**src/hw/smbus_port_regs.vh**
```
// Overview of operation
// - A clock-low interval longer than the timeout window abandons the transaction as an error.
// - With idle-reset disable cleared, both lines high over 50 ms reset any transaction.
// - As master the port clocks the bus at a typical 51.2 kHz.
// - Total slave clock-low stretching per message stays within 25 ms.
// - Total master clock-low extension per message stays within 10 ms.
// - Master clock low at least 4.7 us, high at least 4 us; high over 50 us is bus idle.
// - At least 4.7 us of bus free time separates a stop from the next start.
// - Both lines low for 2 s or more enters the bus-off state.
// - Either line going high leaves bus-off and the bus is usable within 1 ms.
// - Both lines low for a programmable minimum time starts offset auto-calibration.
// - The port follows bus protocol revision 1.1 with master mode and packet error checking.
// - As master the port broadcasts charging current and charging voltage to the charger.
`ifndef SMBUS_PORT_REGS_VH
`define SMBUS_PORT_REGS_VH
`define CLK_MHZ          100
`define TIMEOUT_US       30
`define TIMEOUT_CYC      (`TIMEOUT_US * `CLK_MHZ)
`define IDLE_MS          50
`define IDLE_CYC         (`IDLE_MS * 1000 * `CLK_MHZ)
`define BUSOFF_MS        2000
`define BUSOFF_CYC       (`BUSOFF_MS * 1000 * `CLK_MHZ)
`define READY_US         500
`define READY_CYC        (`READY_US * `CLK_MHZ)
`define SEXT_MS          25
`define SEXT_CYC         (`SEXT_MS * 1000 * `CLK_MHZ)
`define MEXT_MS          10
`define MEXT_CYC         (`MEXT_MS * 1000 * `CLK_MHZ)
`define HALF_NS          9766
`define HALF_CYC         ((`HALF_NS * `CLK_MHZ) / 1000)
`define TLOW_NS          4700
`define TBUF_NS          4700
`define TBUF_CYC         ((`TBUF_NS * `CLK_MHZ + 999) / 1000)
`define THIGH_NS         4000
`define BUS_IDLE_US      50
`define BUS_IDLE_CYC     (`BUS_IDLE_US * `CLK_MHZ)
`define CHG_CMD_CURRENT  8'h14
`define CHG_CMD_VOLTAGE  8'h15
`define CHARGER_ADDR_W   8'h12
`endif

```
**src/hw/bus_condition_timer.v**
```verilog
`timescale 1ns/1ps
// Counts how long a condition holds; restarts when it breaks.
module bus_condition_timer #(
    parameter WIDTH = 32,
    parameter LIMIT = 100
) (
    // Clock and reset
    input  wire             i_mclk,
    input  wire             i_reset,
    // Condition
    input  wire             i_cond,
    // Result
    output reg              o_hit
);
    reg [WIDTH-1:0] count_ff;

    always @(posedge i_mclk or posedge i_reset)
    begin
        if (i_reset)
        begin
            count_ff <= {WIDTH{1'b0}};
            o_hit    <= 1'b0;
        end
        else if (!i_cond)
        begin
            count_ff <= {WIDTH{1'b0}};
            o_hit    <= 1'b0;
        end
        else if (count_ff != LIMIT[WIDTH-1:0])
        begin
            count_ff <= count_ff + {{(WIDTH-1){1'b0}}, 1'b1};
            o_hit    <= 1'b0;
        end
        else
        begin
            o_hit    <= 1'b1;
        end
    end
endmodule // bus_condition_timer

```
**src/hw/smbus_port_supervisor.v**
```verilog
`timescale 1ns/1ps
`include "smbus_port_regs.vh"
module smbus_port_supervisor #(
    parameter IDLE_CYC   = `IDLE_CYC,
    parameter BUSOFF_CYC = `BUSOFF_CYC,
    parameter SEXT_CYC   = `SEXT_CYC,
    parameter MEXT_CYC   = `MEXT_CYC,
    parameter READY_CYC  = `READY_CYC,
    parameter CAL_W      = 32
) (
    // Clock and reset
    input  wire             i_mclk,
    input  wire             i_reset,
    // Bus pins (oe low = driving low)
    input  wire             i_bus_clock_line,
    input  wire             i_bus_data_line,
    output wire             o_bus_clock_line,
    output reg              o_bus_clock_line_oe,
    output wire             o_bus_data_line,
    output reg              o_bus_data_line_oe,
    // Control
    input  wire             i_idle_reset_disable_bit,
    input  wire [CAL_W-1:0] i_cal_min_cyc,
    input  wire             i_slave_stretch,
    // Broadcast request
    input  wire             i_bcast_start,
    input  wire [15:0]      i_chg_current,
    input  wire [15:0]      i_chg_voltage,
    output wire             o_bcast_busy,
    // Status
    output reg              o_timeout,
    output reg              o_txn_reset,
    output reg              o_bus_off,
    output reg              o_bus_ready,
    output reg              o_cal_start,
    output reg              o_ext_fault
);
    localparam ST_IDLE  = 3'd0;
    localparam ST_START = 3'd1;
    localparam ST_LOW   = 3'd2;
    localparam ST_HIGH  = 3'd3;
    localparam ST_STOP  = 3'd4;
    localparam ST_BUF   = 3'd5;
    localparam [15:0] HALF = `HALF_CYC;
    localparam [15:0] TBUF = `TBUF_CYC;
    localparam [15:0] TOUT = `TIMEOUT_CYC;
    localparam [15:0] BIDL = `BUS_IDLE_CYC;

    // Synchronisers
    reg [1:0] scl_sync_ff;
    reg [1:0] sda_sync_ff;
    reg       scl_prev_ff;
    reg       sda_prev_ff;
    wire      scl = scl_sync_ff[1];
    wire      sda = sda_sync_ff[1];

    always @(posedge i_mclk or posedge i_reset)
    begin
        if (i_reset)
        begin
            scl_sync_ff <= 2'b11;
            sda_sync_ff <= 2'b11;
            scl_prev_ff <= 1'b1;
            sda_prev_ff <= 1'b1;
        end
        else
        begin
            scl_sync_ff <= {scl_sync_ff[0], i_bus_clock_line};
            sda_sync_ff <= {sda_sync_ff[0], i_bus_data_line};
            scl_prev_ff <= scl;
            sda_prev_ff <= sda;
        end
    end

    wire start_seen = scl && scl_prev_ff && sda_prev_ff && !sda;
    wire stop_seen  = scl && scl_prev_ff && !sda_prev_ff && sda;

    // Message framing on the wire
    reg in_msg_ff;
    always @(posedge i_mclk or posedge i_reset)
    begin
        if (i_reset)
            in_msg_ff <= 1'b0;
        else if (stop_seen || o_txn_reset || o_timeout)
            in_msg_ff <= 1'b0;
        else if (start_seen)
            in_msg_ff <= 1'b1;
    end

    // Clock-low timeout
    reg [15:0] low_cnt_ff;
    always @(posedge i_mclk or posedge i_reset)
    begin
        if (i_reset)
        begin
            low_cnt_ff <= 16'h0000;
            o_timeout  <= 1'b0;
        end
        else
        begin
            low_cnt_ff <= scl ? 16'h0000 : (low_cnt_ff == TOUT ? TOUT : low_cnt_ff + 16'h0001);
            o_timeout  <= in_msg_ff && !scl && (low_cnt_ff == TOUT - 16'h0001);
        end
    end

    // Long-duration condition timers
    wire idle_hit;
    wire off_hit;
    wire both_low = !scl && !sda;

    bus_condition_timer #(.WIDTH(32), .LIMIT(IDLE_CYC)) u_idle (
        .i_mclk  (i_mclk),
        .i_reset (i_reset),
        .i_cond  (scl && sda && !i_idle_reset_disable_bit),
        .o_hit   (idle_hit)
    );
    bus_condition_timer #(.WIDTH(32), .LIMIT(BUSOFF_CYC)) u_off (
        .i_mclk  (i_mclk),
        .i_reset (i_reset),
        .i_cond  (both_low),
        .o_hit   (off_hit)
    );

    // Calibration trigger uses a runtime limit
    reg [CAL_W-1:0] cal_cnt_ff;
    reg             cal_done_ff;
    always @(posedge i_mclk or posedge i_reset)
    begin
        if (i_reset)
        begin
            cal_cnt_ff  <= {CAL_W{1'b0}};
            cal_done_ff <= 1'b0;
            o_cal_start <= 1'b0;
        end
        else if (!both_low)
        begin
            cal_cnt_ff  <= {CAL_W{1'b0}};
            cal_done_ff <= 1'b0;
            o_cal_start <= 1'b0;
        end
        else
        begin
            if (cal_cnt_ff != i_cal_min_cyc)
                cal_cnt_ff <= cal_cnt_ff + {{(CAL_W-1){1'b0}}, 1'b1};
            o_cal_start <= !cal_done_ff && (cal_cnt_ff == i_cal_min_cyc);
            if (cal_cnt_ff == i_cal_min_cyc)
                cal_done_ff <= 1'b1;
        end
    end
    // Idle transaction reset pulse
    reg idle_prev_ff;
    always @(posedge i_mclk or posedge i_reset)
    begin
        if (i_reset)
        begin
            idle_prev_ff <= 1'b0;
            o_txn_reset  <= 1'b0;
        end
        else
        begin
            idle_prev_ff <= idle_hit;
            o_txn_reset  <= idle_hit && !idle_prev_ff;
        end
    end

    // Bus-off and recovery
    reg [31:0] rdy_cnt_ff;
    always @(posedge i_mclk or posedge i_reset)
    begin
        if (i_reset)
        begin
            o_bus_off   <= 1'b0;
            o_bus_ready <= 1'b1;
            rdy_cnt_ff  <= 32'h0000_0000;
        end
        else if (off_hit)
        begin
            o_bus_off   <= 1'b1;
            o_bus_ready <= 1'b0;
            rdy_cnt_ff  <= 32'h0000_0000;
        end
        else if (o_bus_off)
        begin
            o_bus_off   <= 1'b0;
        end
        else if (!o_bus_ready)
        begin
            // Recovery finishes well inside the 1 ms window
            if (rdy_cnt_ff == READY_CYC[31:0])
                o_bus_ready <= 1'b1;
            else
                rdy_cnt_ff <= rdy_cnt_ff + 32'h0000_0001;
        end
    end

    // Cumulative clock-extend policing per message
    reg [31:0] sext_ff;
    reg [31:0] mext_ff;
    reg        master_ff;
    always @(posedge i_mclk or posedge i_reset)
    begin
        if (i_reset)
        begin
            sext_ff     <= 32'h0000_0000;
            mext_ff     <= 32'h0000_0000;
            o_ext_fault <= 1'b0;
        end
        else if (!in_msg_ff)
        begin
            sext_ff     <= 32'h0000_0000;
            mext_ff     <= 32'h0000_0000;
            o_ext_fault <= 1'b0;
        end
        else
        begin
            if (i_slave_stretch && !scl)
                sext_ff <= sext_ff + 32'h0000_0001;
            if (!master_ff && !scl && low_cnt_ff > HALF)
                mext_ff <= mext_ff + 32'h0000_0001;
            if (sext_ff >= SEXT_CYC[31:0] || mext_ff >= MEXT_CYC[31:0])
                o_ext_fault <= 1'b1;
        end
    end

    // Master broadcast engine: address, command, two data bytes, PEC
    reg [2:0]  state_ff;
    reg [15:0] tcnt_ff;
    reg [3:0]  bit_ff;
    reg [2:0]  byte_ff;
    reg [7:0]  shift_ff;
    reg [7:0]  pec_ff;
    reg        phase_ff;
    reg        scl_drv_ff;
    reg        sda_drv_ff;
    reg [31:0] bus_idle_cnt_ff;

    function [7:0] crc8_step;
        input [7:0] crc;
        input [7:0] data;
        integer     k;
        reg   [7:0] c;
        begin
            c = crc ^ data;
            for (k = 0; k < 8; k = k + 1)
                c = c[7] ? ((c << 1) ^ 8'h07) : (c << 1);
            crc8_step = c;
        end
    endfunction

    function [7:0] frame_byte;
        input [2:0]  idx;
        input        volt;
        input [15:0] cur;
        input [15:0] vlt;
        input [7:0]  pec;
        begin
            case (idx)
                3'd0:    frame_byte = `CHARGER_ADDR_W;
                3'd1:    frame_byte = volt ? `CHG_CMD_VOLTAGE : `CHG_CMD_CURRENT;
                3'd2:    frame_byte = volt ? vlt[7:0] : cur[7:0];
                3'd3:    frame_byte = volt ? vlt[15:8] : cur[15:8];
                default: frame_byte = pec;
            endcase
        end
    endfunction

    assign o_bus_clock_line = 1'b0;
    assign o_bus_data_line  = 1'b0;
    assign o_bcast_busy     = (state_ff != ST_IDLE);

    always @(posedge i_mclk or posedge i_reset)
    begin
        if (i_reset)
            bus_idle_cnt_ff <= 32'h0000_0000;
        else if (!(scl && sda) || in_msg_ff)
            bus_idle_cnt_ff <= 32'h0000_0000;
        else if (bus_idle_cnt_ff != {16'h0000, BIDL})
            bus_idle_cnt_ff <= bus_idle_cnt_ff + 32'h0000_0001;
    end

    always @(posedge i_mclk or posedge i_reset)
    begin
        if (i_reset)
        begin
            state_ff            <= ST_IDLE;
            tcnt_ff             <= 16'h0000;
            bit_ff              <= 4'd0;
            byte_ff             <= 3'd0;
            shift_ff            <= 8'h00;
            pec_ff              <= 8'h00;
            phase_ff            <= 1'b0;
            master_ff           <= 1'b0;
            o_bus_clock_line_oe <= 1'b1;
            o_bus_data_line_oe  <= 1'b1;
        end
        else
        begin
            tcnt_ff <= tcnt_ff + 16'h0001;
            case (state_ff)
                ST_IDLE:
                begin
                    master_ff           <= 1'b0;
                    o_bus_clock_line_oe <= 1'b1;
                    o_bus_data_line_oe  <= 1'b1;
                    if (i_bcast_start && o_bus_ready && !o_bus_off
                        && bus_idle_cnt_ff == {16'h0000, BIDL})
                    begin
                        state_ff  <= ST_START;
                        tcnt_ff   <= 16'h0000;
                        phase_ff  <= 1'b0;
                        master_ff <= 1'b1;
                    end
                end
                ST_START:
                begin
                    o_bus_data_line_oe <= 1'b0;
                    if (tcnt_ff == HALF)
                    begin
                        state_ff <= ST_LOW;
                        tcnt_ff  <= 16'h0000;
                        byte_ff  <= 3'd0;
                        bit_ff   <= 4'd0;
                        pec_ff   <= crc8_step(8'h00, `CHARGER_ADDR_W);
                        shift_ff <= `CHARGER_ADDR_W;
                        o_bus_clock_line_oe <= 1'b0;
                    end
                end
                ST_LOW:
                begin
                    o_bus_clock_line_oe <= 1'b0;
                    // Data changes one cycle after the clock falls; ninth bit released for ack
                    o_bus_data_line_oe  <= (bit_ff == 4'd8) ? 1'b1 : shift_ff[7];
                    if (tcnt_ff == HALF)
                    begin
                        state_ff <= ST_HIGH;
                        tcnt_ff  <= 16'h0000;
                        o_bus_clock_line_oe <= 1'b1;
                    end
                end
                ST_HIGH:
                begin
                    // Stretching slave keeps the count cleared to zero until clock rises
                    if (!scl)
                        tcnt_ff <= 16'h0000;
                    else if (tcnt_ff == HALF)
                    begin
                        state_ff <= ST_LOW;
                        tcnt_ff  <= 16'h0000;
                        o_bus_clock_line_oe <= 1'b0;
                        if (bit_ff == 4'd8)
                        begin
                            bit_ff <= 4'd0;
                            if (byte_ff == 3'd4 || sda)
                                state_ff <= ST_STOP;
                            else
                            begin
                                byte_ff  <= byte_ff + 3'd1;
                                shift_ff <= frame_byte(byte_ff + 3'd1, phase_ff,
                                                       i_chg_current, i_chg_voltage, pec_ff);
                                if (byte_ff != 3'd3)
                                    pec_ff <= crc8_step(pec_ff, frame_byte(byte_ff + 3'd1,
                                              phase_ff, i_chg_current, i_chg_voltage, pec_ff));
                            end
                        end
                        else
                        begin
                            bit_ff   <= bit_ff + 4'd1;
                            shift_ff <= {shift_ff[6:0], 1'b0};
                        end
                    end
                end
                ST_STOP:
                begin
                    o_bus_data_line_oe <= 1'b0;
                    if (tcnt_ff == HALF)
                        o_bus_clock_line_oe <= 1'b1;
                    if (tcnt_ff == HALF + HALF)
                    begin
                        o_bus_data_line_oe <= 1'b1;
                        state_ff <= ST_BUF;
                        tcnt_ff  <= 16'h0000;
                    end
                end
                ST_BUF:
                begin
                    if (tcnt_ff == TBUF)
                    begin
                        tcnt_ff <= 16'h0000;
                        if (!phase_ff)
                        begin
                            phase_ff <= 1'b1;
                            state_ff <= ST_START;
                        end
                        else
                            state_ff <= ST_IDLE;
                    end
                end
                default:
                    state_ff <= ST_IDLE;
            endcase
            if (o_timeout || o_txn_reset || o_bus_off)
                state_ff <= ST_IDLE;
        end
    end
endmodule // smbus_port_supervisor

```
**config.mk**
```make
export PLATFORM = sky130hd
export DESIGN_NAME = smbus_port_supervisor
export DESIGN_NICKNAME = d
export VERILOG_FILES = /design/src/hw/bus_condition_timer.v /design/src/hw/smbus_port_supervisor.v
export VERILOG_INCLUDE_DIRS = /design/src /design/src/hw
export SDC_FILE = /design/constraint.sdc
export NUM_CORES = 1
export LEC_CHECK = 0
export BUFFER_PORTS_ARGS = -buffer_cell sky130_fd_sc_hd__buf_2
export CORE_ASPECT_RATIO = 1.25
export CORE_UTILIZATION = 25
export DETAILED_ROUTE_END_ITERATION = 10
export PLACE_DENSITY_LB_ADDON = 0.15
export SETUP_SLACK_MARGIN = 0.3
export SLEW_MARGIN = 20
export SYNTH_ARGS = -nofsm -noshare
export SYNTH_HDL_FRONTEND = slang
export SYNTH_SLANG_ARGS = --single-unit
```
**constraint.sdc**
```tcl
create_clock -name i_mclk -period 29.6 [get_ports i_mclk]
set_clock_uncertainty 0.2 [all_clocks]
set_input_delay 2.96 -clock i_mclk [delete_from_list [all_inputs] [get_ports i_mclk]]
set_output_delay 2.96 -clock i_mclk [all_outputs]
set_load 0.02 [all_outputs]
```
### Word level (Yosys, flattened, before mapping)

Cells that the tools add are included.

* flip-flop bits (word level): 303
* input port bits: 71
* output and inout bits: 11

* $add $sub $neg: 11
* $lt $le $gt $ge: 3
* equal/unequal tests: 50
* multiplexer cells: 106
* bitwise operators: 9
* reductions and logical operators: 52

Operators by type and width (number)
* $mux W32: 16
* $add A32 B1 Y32 const B: 7
* $mux W8: 19
* $mux W16: 7
* $pmux W16 S5: 1
* $mux W3: 23
* $add A16 B1 Y16 const B: 2
* $eq A16 B12 Y1 const B: 2
* $eq A32 B13 Y1 const B: 1
* $eq A32 B16 Y1 const B: 1
* $eq A32 B32 Y1: 1
* $ge A32 B20 Y1 const B: 1
* $ge A32 B22 Y1 const B: 1
* $ne A32 B13 Y1 const B: 1
* $ne A32 B23 Y1 const B: 1
* $ne A32 B28 Y1 const B: 1
* $ne A32 B32 Y1: 1
* $pmux W8 S2: 2
* $pmux W8 S4: 1
* $mux W1: 27
* $ne A2 B2 Y1 const B: 13
* $ne A3 B3 Y1 const B: 8
* $not A3 Y3: 8
* $logic_and A1 B1 Y1: 18
* other kinds (33): 68

### Logic depth before layout (Yosys ltp)

Gate-level depths: netlist of the first run.

* depth after elaboration: 32
* depth in mapped cells: 11

### Hierarchy

A second synthesis of the first run with hierarchy kept.

* cells, all modules: 1769
* area, all modules: 16717.3 sq um

By module, submodules not included
* smbus_port_supervisor: times used 1, cells each 1386, area each 13047.5 sq um
* bus_condition_timer at u_off: times used 1, cells each 194, area each 1881.8 sq um
* bus_condition_timer at u_idle: times used 1, cells each 189, area each 1788.0 sq um

### Worst setup path before layout of the first run

No wires, ideal clock.

* kind: input port to flip-flop
* start point: input i_chg_voltage[0]
* end point: register pec_ff[2]
* library setup time: 0.141 ns
* data arrival time: 4.503 ns
* required time: 29.259 ns
* slack: 24.757 ns
* stages on the path: 7
* buffers on the path: 0
* path through: nand3_1 a31o_2 a221oi_1 xnor3_2 xor2_1 mux2i_1 o211ai_1

* cells in the longest elaborated chain, start to end: 20

RTL lines
* start: declaration: RTL line smbus_port_supervisor.v:28 `input wire [15:0] i_chg_voltage,`
* $mux W8 (*): RTL line smbus_port_supervisor.v:260 `3'd2: frame_byte = volt ? vlt[7:0] : cur[7:0];`
* $pmux W8 S4 (*): RTL line smbus_port_supervisor.v:257 `case (idx)`
* $mux W8 (*): RTL line smbus_port_supervisor.v:360 `if (byte_ff != 3'd3)`
* $mux W8 (*): RTL line smbus_port_supervisor.v:353 `if (byte_ff == 3'd4 || sda)`
* $mux W8 (*): RTL line smbus_port_supervisor.v:350 `if (bit_ff == 4'd8)`
* $mux W8 (*): RTL line smbus_port_supervisor.v:345 `else if (tcnt_ff == HALF)`
* $mux W8 (*): RTL line smbus_port_supervisor.v:343 `if (!scl)`
* $mux W8 (*): RTL line smbus_port_supervisor.v:299 `case (state_ff)`
* [3 not listed]
* $not A3 Y3 (no line)
* $mux W3 (*) (2 in series): RTL line smbus_port_supervisor.v:245 `c = c[7] ? ((c << 1) ^ 8'h07) : (c << 1);`
* $mux W8 (*): RTL line smbus_port_supervisor.v:360
* $mux W8 (*): RTL line smbus_port_supervisor.v:353
* $mux W8 (*): RTL line smbus_port_supervisor.v:350
* $mux W8 (*): RTL line smbus_port_supervisor.v:345
* $mux W8 (*): RTL line smbus_port_supervisor.v:343
* $pmux W8 S2 (*): RTL line smbus_port_supervisor.v:299
* end signal: assignment: RTL line smbus_port_supervisor.v:323 `` pec_ff <= crc8_step(8'h00, `CHARGER_ADDR_W); ``
* end signal: assignment: RTL line smbus_port_supervisor.v:361 `pec_ff <= crc8_step(pec_ff, frame_byte(byte_ff + 3'd1,`
* end: declaration: RTL line smbus_port_supervisor.v:231 `reg [7:0] pec_ff;`

Mark *: on every way between the ends. The rest lies on a longest branch, timed or not. The select of a mux whose other input is x is not followed.
A chain may end at the register's enable or synchronous reset.

### Worst setup path in the final report of the first run

* start point: input i_cal_min_cyc[30]
* end point: register cal_cnt_ff[28]

* cells in the longest elaborated chain, start to end: 2

RTL lines
* start: declaration: RTL line smbus_port_supervisor.v:23 `input wire [CAL_W-1:0] i_cal_min_cyc,`
* $ne A32 B32 Y1: RTL line smbus_port_supervisor.v:143 `if (cal_cnt_ff != i_cal_min_cyc)`
* $ne A2 B2 Y1 (no line)
* end signal: assignment: RTL line smbus_port_supervisor.v:131 `cal_cnt_ff <= {CAL_W{1'b0}};`
* end signal: assignment: RTL line smbus_port_supervisor.v:137 `cal_cnt_ff <= {CAL_W{1'b0}};`
* end signal: assignment: RTL line smbus_port_supervisor.v:144 `cal_cnt_ff <= cal_cnt_ff + {{(CAL_W-1){1'b0}}, 1'b1};`
* end: declaration: RTL line smbus_port_supervisor.v:125 `reg [CAL_W-1:0] cal_cnt_ff;`

No other way between the ends.

==> impl_results.md, run 1 <==
* Sequential share of the synthesized area at 46.5%
* DRC viols at 0
* Synth Register Bits at 303
* CP Launch Type: input port
* Placed insts at 2604
* Internal power at 709 µW
* Worst hold path depth at 0
* Pin count of the biggest net entering global routing at 121
* CTS tree: built
* Leading post-synthesis cells by cell area: dfrtp_1 45%, xor2_1 8.0%, xnor2_1 5.8%, nor2_1 5.2%, nand2_1 3.1%
* Antenna diodes at 0
* Most common cell after layout, fill and taps aside: dfrtp_1
* P per Cell Area at 48.6 nW/µm²
* First-pass GRT wire length at 65300 µm
* Psw at 208 µW
* Die height at 288 µm
* Clock share of power at 50.3%
* Mapped cell area at 16300 µm²
* Avg Inst Size Synth at 9.48 µm²
* Ys Warns at 0
* Clk Latency, worst-skew pair at 0.55 ns
* Async S/R FF share, synth at 100%
* Die Wd at 231 µm
* Sink Count at 303
* R2r endpoint: pec_ff[2]
* Area growth from synthesis to layout at 15.5%
* Fin cells at 2669
* Sw frac at 22.7%
* Clock transition at the registers of the reported paths at 0.06 ns
* Pleak at 0.00795 µW
* Most frequent cells in the layout: 294 x dfrtp_1, 225 x nor2_1, 149 x xor2_1
* Final Slew Violations at 0
* Status: finished, final reports clean
* Logic pwr share at 3.6%
* Initial antenna violation count at 0
* Clock buffer depth at 3
* Critical Path AT at 5.20 ns
* Cell area after layout at 18900 µm²
* Crit-path max FO at 12
* Worst vdd ir at 0.0339 mV
* Fin crit share at 16.9%
* Initial Util at 25.3%
* Endpoint type of the worst setup path: flip-flop
* Area leader, netlist: dfrtp_1
* Crit Path Category: input port to flip-flop
* RD Place Congestion at 0.768
* Top FF cell, synth: dfrtp_1
* Cts hold-fix bufs at 0
* Clock buffer count from CTS at 37
* CP delay by family, top: simple AND/OR/NAND/NOR gates
* H-tree levels at 2
* 1st-iter DRT viols at 581
* HP Start: scl_sync_ff[0]
* Minimum clock period at 5.02 ns
* Max-slew headroom at 33.5%
* Via count at 12215
* FF-to-FF setup slack at 26.23 ns
* Hold endpoint: scl_sync_ff[1]
* DPL Wire Length at 25600 µm
* Core Rows at 104
* Number of synthesized flops with an enable pin at 0
* Worst Hold Class: flip-flop to flip-flop
* Slew at the pin with the worst max-slew slack at 0.996 ns
* R2R cell count at 9
* Post-route ant nets at 0
* Flop pwr share at 46.1%
* Vias in the first global route at 12692
* Post-CTS Resized at 0
* WP buf/inv at 1
* Critical path, cell by cell: buf_2, xor2_1, nor4_1, nand4_1, o2111ai_1, nor3b_1, xnor2_1, nor2_1
* Routed WL per cell at 14.3 µm
* First drt pass iteration count at 4
* Number of setup buffers added after CTS at 0
* # IOs at 82
* Share of layout cells above drive strength 1 at 10.4%
* Final Hold Viols at 0
* Distinct cells, synth at 81
* Overall routing resource usage at 11.9%
* Reg2reg start: byte_ff[0]
* Fillers at 6845
* Gr ovfl total at 0
* Core area at 64500 µm²
* Critical Path RT at 29.78 ns
* RSZ-0062 raised after global routing: false
* Post-Syn Instances at 1722
* Placed inst area at 17600 µm²
* TNS Setup at 0 ns
* Yosys top cell area share at 45.1%
* Layout Nets at 1893
* Port Buffers at 79
* Count of final setup violators at 0
* Routed WL at 38100 µm
* Root Buffer: clkbuf_16
* CP peak stage delay at 0.85 ns
* Max-cap violations at 0
* Maximum clock frequency at 199 MHz
* PnR Total Power at 917 µW
* Die area at 66400 µm²
* Slowest-stage cell, CP: o2111ai_1
* Via density at 4.58
==> area by class of cell <==
class | count | area (µm²) | share of cell area, %
Multi-Input combinational cell | 1309 | 8290 | 44.0
Sequential cell | 303 | 7590 | 40.3
Tap cell | 848 | 1060 | 5.63
Timing Repair Buffer | 91 | 485 | 2.57
Clock buffer | 55 | 1080 | 5.75
Clock inverter | 10 | 135 | 0.717
Inverter | 53 | 206 | 1.09
==> metrics by stage <==
step	util (%)	hold WS [ns]	worst slack, ns
final	29.2	0.153	24.58
after detailed placement	27.3	0.152	23.85
after CTS	29.2	0.154	24.42
after global placement	27.3	0.147	23.86
after global routing	29.2	0.157	24.19
after floorplan	-	0.145	18.08
==> power groups by stage <==
| stage | combinational [µW] | sequential [µW] | clock (µW) |
|---|---|---|---|
| CTS | 35.2 | 423 | 482 |
| finish | 33.2 | 423 | 461 |
| global placement | 34.5 | 430 | 0 |
| floorplan | 22.1 | 429 | 0 |
| global route | 38.5 | 423 | 498 |
| detailed placement | 35.1 | 430 | 0 |
==> sequential cells by signal, summed over array words and instances, names as in the netlist, 3 cells and up <==
name             cells
bit_ff               4
bus_idle_cnt_ff     32
byte_ff              3
cal_cnt_ff          32
low_cnt_ff          16
mext_ff             32
pec_ff               8
rdy_cnt_ff          32
sext_ff             32
shift_ff             8
state_ff             3
tcnt_ff             16
u_idle.count_ff     32
u_off.count_ff      32
==> cell usage after synthesis (all sizes together) (42+ instances only) <==
cell	instances
xnor2	110
inv	53
nand2	135
o21ai	52
and3	42
nor2	226
nand4	58
and2	64
nand3	93
clkbuf	43
xor2	150
a21oi	58
dfrtp	294
==> cells by family after synthesis <==
kind of cell             count (synthesis)  share of synthesized area (%)
AO/OA/AOI/OAI                          171                           6.54
XOR/XNOR                               262                           14.3
adder cells (fa/ha/maj)                 28                           2.13
buffers and inverters                  111                           2.81
flip-flops                             303                           46.5
multiplexers                            22                           1.37
other                                    1                         0.0230
AND/OR/NAND/NOR                        824                           26.3
==> metal layers <==
| metal | GRT usage (%) | share of wire, % | vias to the layer above |
|---|---|---|---|
| met3 | 2.11 | 2.7 | 48 |
| met5 | 0 | 0 | - |
| li1 | - | - | 6052 |
| met4 | 3.28 | 1.9 | 0 |
| met2 | 20.9 | 50 | 106 |
| met1 | 14.8 | 45 | 6009 |
==> how the worst max path moves through the flow <==
stage,startpoint,endpoint,slack [ns],cells after the start
after floorplan,i_reset,bit_ff[0],18.08,1
after global placement,i_reset,cal_done_ff,23.86,4
after global routing,i_reset,cal_cnt_ff[29],24.19,4
after detailed placement,i_reset,cal_done_ff,23.85,4
final,i_cal_min_cyc[30],cal_cnt_ff[28],24.58,8
after CTS,i_reset,cal_cnt_ff[29],24.42,4
(Power assumes the default switching activity.)
==> run 2, diff against run 1 <==
--- a/config.mk
+++ b/config.mk
@@ -6,6 +6,7 @@
 export SDC_FILE = /design/constraint.sdc
 export NUM_CORES = 1
 export LEC_CHECK = 0
+export ABC_AREA = 1
 export BUFFER_PORTS_ARGS = -buffer_cell sky130_fd_sc_hd__buf_2
 export CORE_ASPECT_RATIO = 1.25
 export CORE_UTILIZATION = 25
==> constraint.sdc (replaced) <==
create_clock -name i_mclk -period 5.01 [get_ports i_mclk]
set_clock_uncertainty 0.2 [all_clocks]
set_input_delay 0.501 -clock i_mclk [delete_from_list [all_inputs] [get_ports i_mclk]]
set_output_delay 0.501 -clock i_mclk [all_outputs]
set_load 0.02 [all_outputs]
==> run 2 against run 1 <==
Via count up 47%. Wire length up 47%. Setup slack worse by 23 ns. Clock-buffer cell count up 4.
==> impl_results.md, run 2 <==
* Status: finished, final reports clean
* Via density at 4.76
* Antenna diodes at 0
* Crit-path max FO at 25
* DRC viols at 0
* First drt pass iteration count at 5
* Overall routing resource usage at 14.4%
* Number of synthesized flops with an enable pin at 0
* Most frequent CP cell: nand2_1
* P per Cell Area at 294 nW/µm²
* WP buf/inv at 2
* Core area at 76300 µm²
* TNS Setup at 0 ns
* Share of layout cells above drive strength 1 at 10.5%
* Slowest-stage cell, CP: nand2_1
* 1st-iter DRT viols at 889
* CP delay by family, top: simple AND/OR/NAND/NOR gates
* Most common cell after layout, fill and taps aside: nand2_1
* Routed WL per cell at 14.8 µm
* Most frequent cells in the layout: 635 x nand2_1, 348 x nor2_1, 327 x inv_1
* Crit Path Category: flip-flop to flip-flop
* H-tree levels at 2
* Pin count of the biggest net entering global routing at 148
* Clock transition at the registers of the reported paths at 0.06 ns
* Avg Inst Size Synth at 7.20 µm²
* Slew at the pin with the worst max-slew slack at 0.941 ns
* Area growth from synthesis to layout at 15.3%
* First-pass GRT wire length at 93100 µm
* Ys Warns at 0
* Fin crit share at 58.9%
* PnR Total Power at 6570 µW
* Area leader, netlist: dfrtp_1
* Synth Register Bits at 303
* Distinct cells, synth at 64
* CP Launch Type: flip-flop
* Vias in the first global route at 17941
* Critical path, cell by cell: inv_1, ha_1, nand3_1, nor3_1, nand4_1, nand2_1, nand2_1, inv_1, nand2_1, o31ai_1
* Leading post-synthesis cells by cell area: dfrtp_1 38%, nand2_1 12%, nor2_1 6.8%, inv_1 6.4%, nand3_1 4.1%
* Clock buffer depth at 3
* Mapped cell area at 19400 µm²
* Minimum clock period at 2.95 ns
* RSZ-0062 raised after global routing: false
* Final Slew Violations at 0
* Layout Nets at 2865
* Sink Count at 303
* Post-Syn Instances at 2689
* Die height at 313 µm
* DPL Wire Length at 41700 µm
* Via count at 17958
* Initial antenna violation count at 0
* Root Buffer: clkbuf_16
* Max-slew headroom at 37.2%
* Finished Core Util at 29.2%
* Max-cap violations at 0
* Final Hold Slack at 0.166 ns
* Final Hold Viols at 0
* Gr ovfl total at 0
* RD Place Congestion at 0.866
* CTS tree: built
* Die Wd at 251 µm
* Core Rows at 113
* Worst Hold Class: flip-flop to flip-flop
* Initial Util at 25.4%
* Post-route ant nets at 0
* # IOs at 82
* Top FF cell, synth: dfrtp_1
* Async S/R FF share, synth at 100%
* Pleak at 0.00925 µW
* Critical Path AT at 3.22 ns
* Fillers at 8330
* Worst vdd ir at 0.215 mV
* Endpoint type of the worst setup path: flip-flop
* Critical Path RT at 5.28 ns
* Die area at 78600 µm²
* Maximum clock frequency at 339 MHz
* Commonest cells post-synth: 635 x nand2_1, 349 x nor2_1, 328 x inv_1
* Yosys top cell area share at 38.0%
* Number of setup buffers added after CTS at 0
* Port Buffers at 79
* Sequential share of the synthesized area at 39.2%
* CP peak stage delay at 0.60 ns
* Most numerous cell in the Yosys netlist: nand2_1
* Count of final setup violators at 0
* Routed WL at 56000 µm
* Clk Latency, worst-skew pair at 0.57 ns
* Clock buffer count from CTS at 41
## run 2: cell count changes in the layout (fill, tap and decap cells not counted), moves of 38 or more
cell	delta
nor4_1	+38
and2_1	-63
inv_1	+275
nor2_1	+123
or3_1	-40
nand2_1	+501
nand3_1	+64
xnor2_1	-86
nand4_1	+38
nor3_1	+82
xor2_1	-66
o21ai_0	+88
## run 2: cells by family after synthesis
kind of cell / share of synthesized area, %
other cells: 0.0194
compound gates: 10.1
simple gates: 35.7
flops: 39.2
fa+ha+maj: 1.75
buf+inv: 8.40
xor+xnor: 4.80
## run 2: cell type report
type                            count  area (µm²)  area share, %
Clock inverter                     16         300           1.35
Inverter                          350        1330           5.97
Clock buffer                       59        1200           5.40
Tap cell                          977        1220           5.48
Sequential cell                   303        7590           34.0
Multi-Input combinational cell   1979       10100           45.4
Timing Repair Buffer               92         526           2.35
## run 2: where the power goes
part	leakage [µW]	switching, µW	internal, µW	total (µW)
sequential	0.00411	62.6	2510	2570
combinational	0.00440	486	221	706
clock	0.000732	1200	2080	3290
## run 2: final timing paths
check | startpoint | to | slack [ns] | depth (start not counted)
setup / recovery | rdy_cnt_ff[0] | rdy_cnt_ff[18] | 2.06 | 10
hold reg to reg | sda_sync_ff[0] | sda_sync_ff[1] | 0.17 | 0
min in group asynchronous | i_reset | sext_ff[4] | 0.48 | 4
hold / removal | sda_sync_ff[0] | sda_sync_ff[1] | 0.17 | 0
setup reg to reg | rdy_cnt_ff[0] | rdy_cnt_ff[18] | 2.06 | 10
max in group asynchronous | i_reset | bit_ff[0] | 3.32 | 4
## run 2: stage by stage
stage | instance area, µm² | setup slack, ns | cells
2_1_floorplan | 19400 | 0.287 | 2690
3_3_place_gp | 20800 | 2.12 | 3698
3_5_place_dp | 20800 | 2.03 | 3698
4_1_cts | 22300 | 2.01 | 3776
5_1_grt | 22300 | 1.80 | 3776
6_report | 22300 | 2.06 | 3776
## run 2: repair_timing
| action | 4_1_cts | 5_1_grt |
|---|---|---|
| hold buffers | 3 | 0 |
| hold endpoints to repair | 35 | 0 |
| gates resized for setup | 0 | 0 |
## run 2: per-layer routing
layer	vias up	part of all wire, %	wire length, µm	track usage [%]
li1	9013	-	-	-
met4	0	2.2	1240	3.85
met5	-	0	0	0
met2	293	51	28600	26.4
met3	82	3.3	1820	1.88
met1	8570	43	24300	17.5
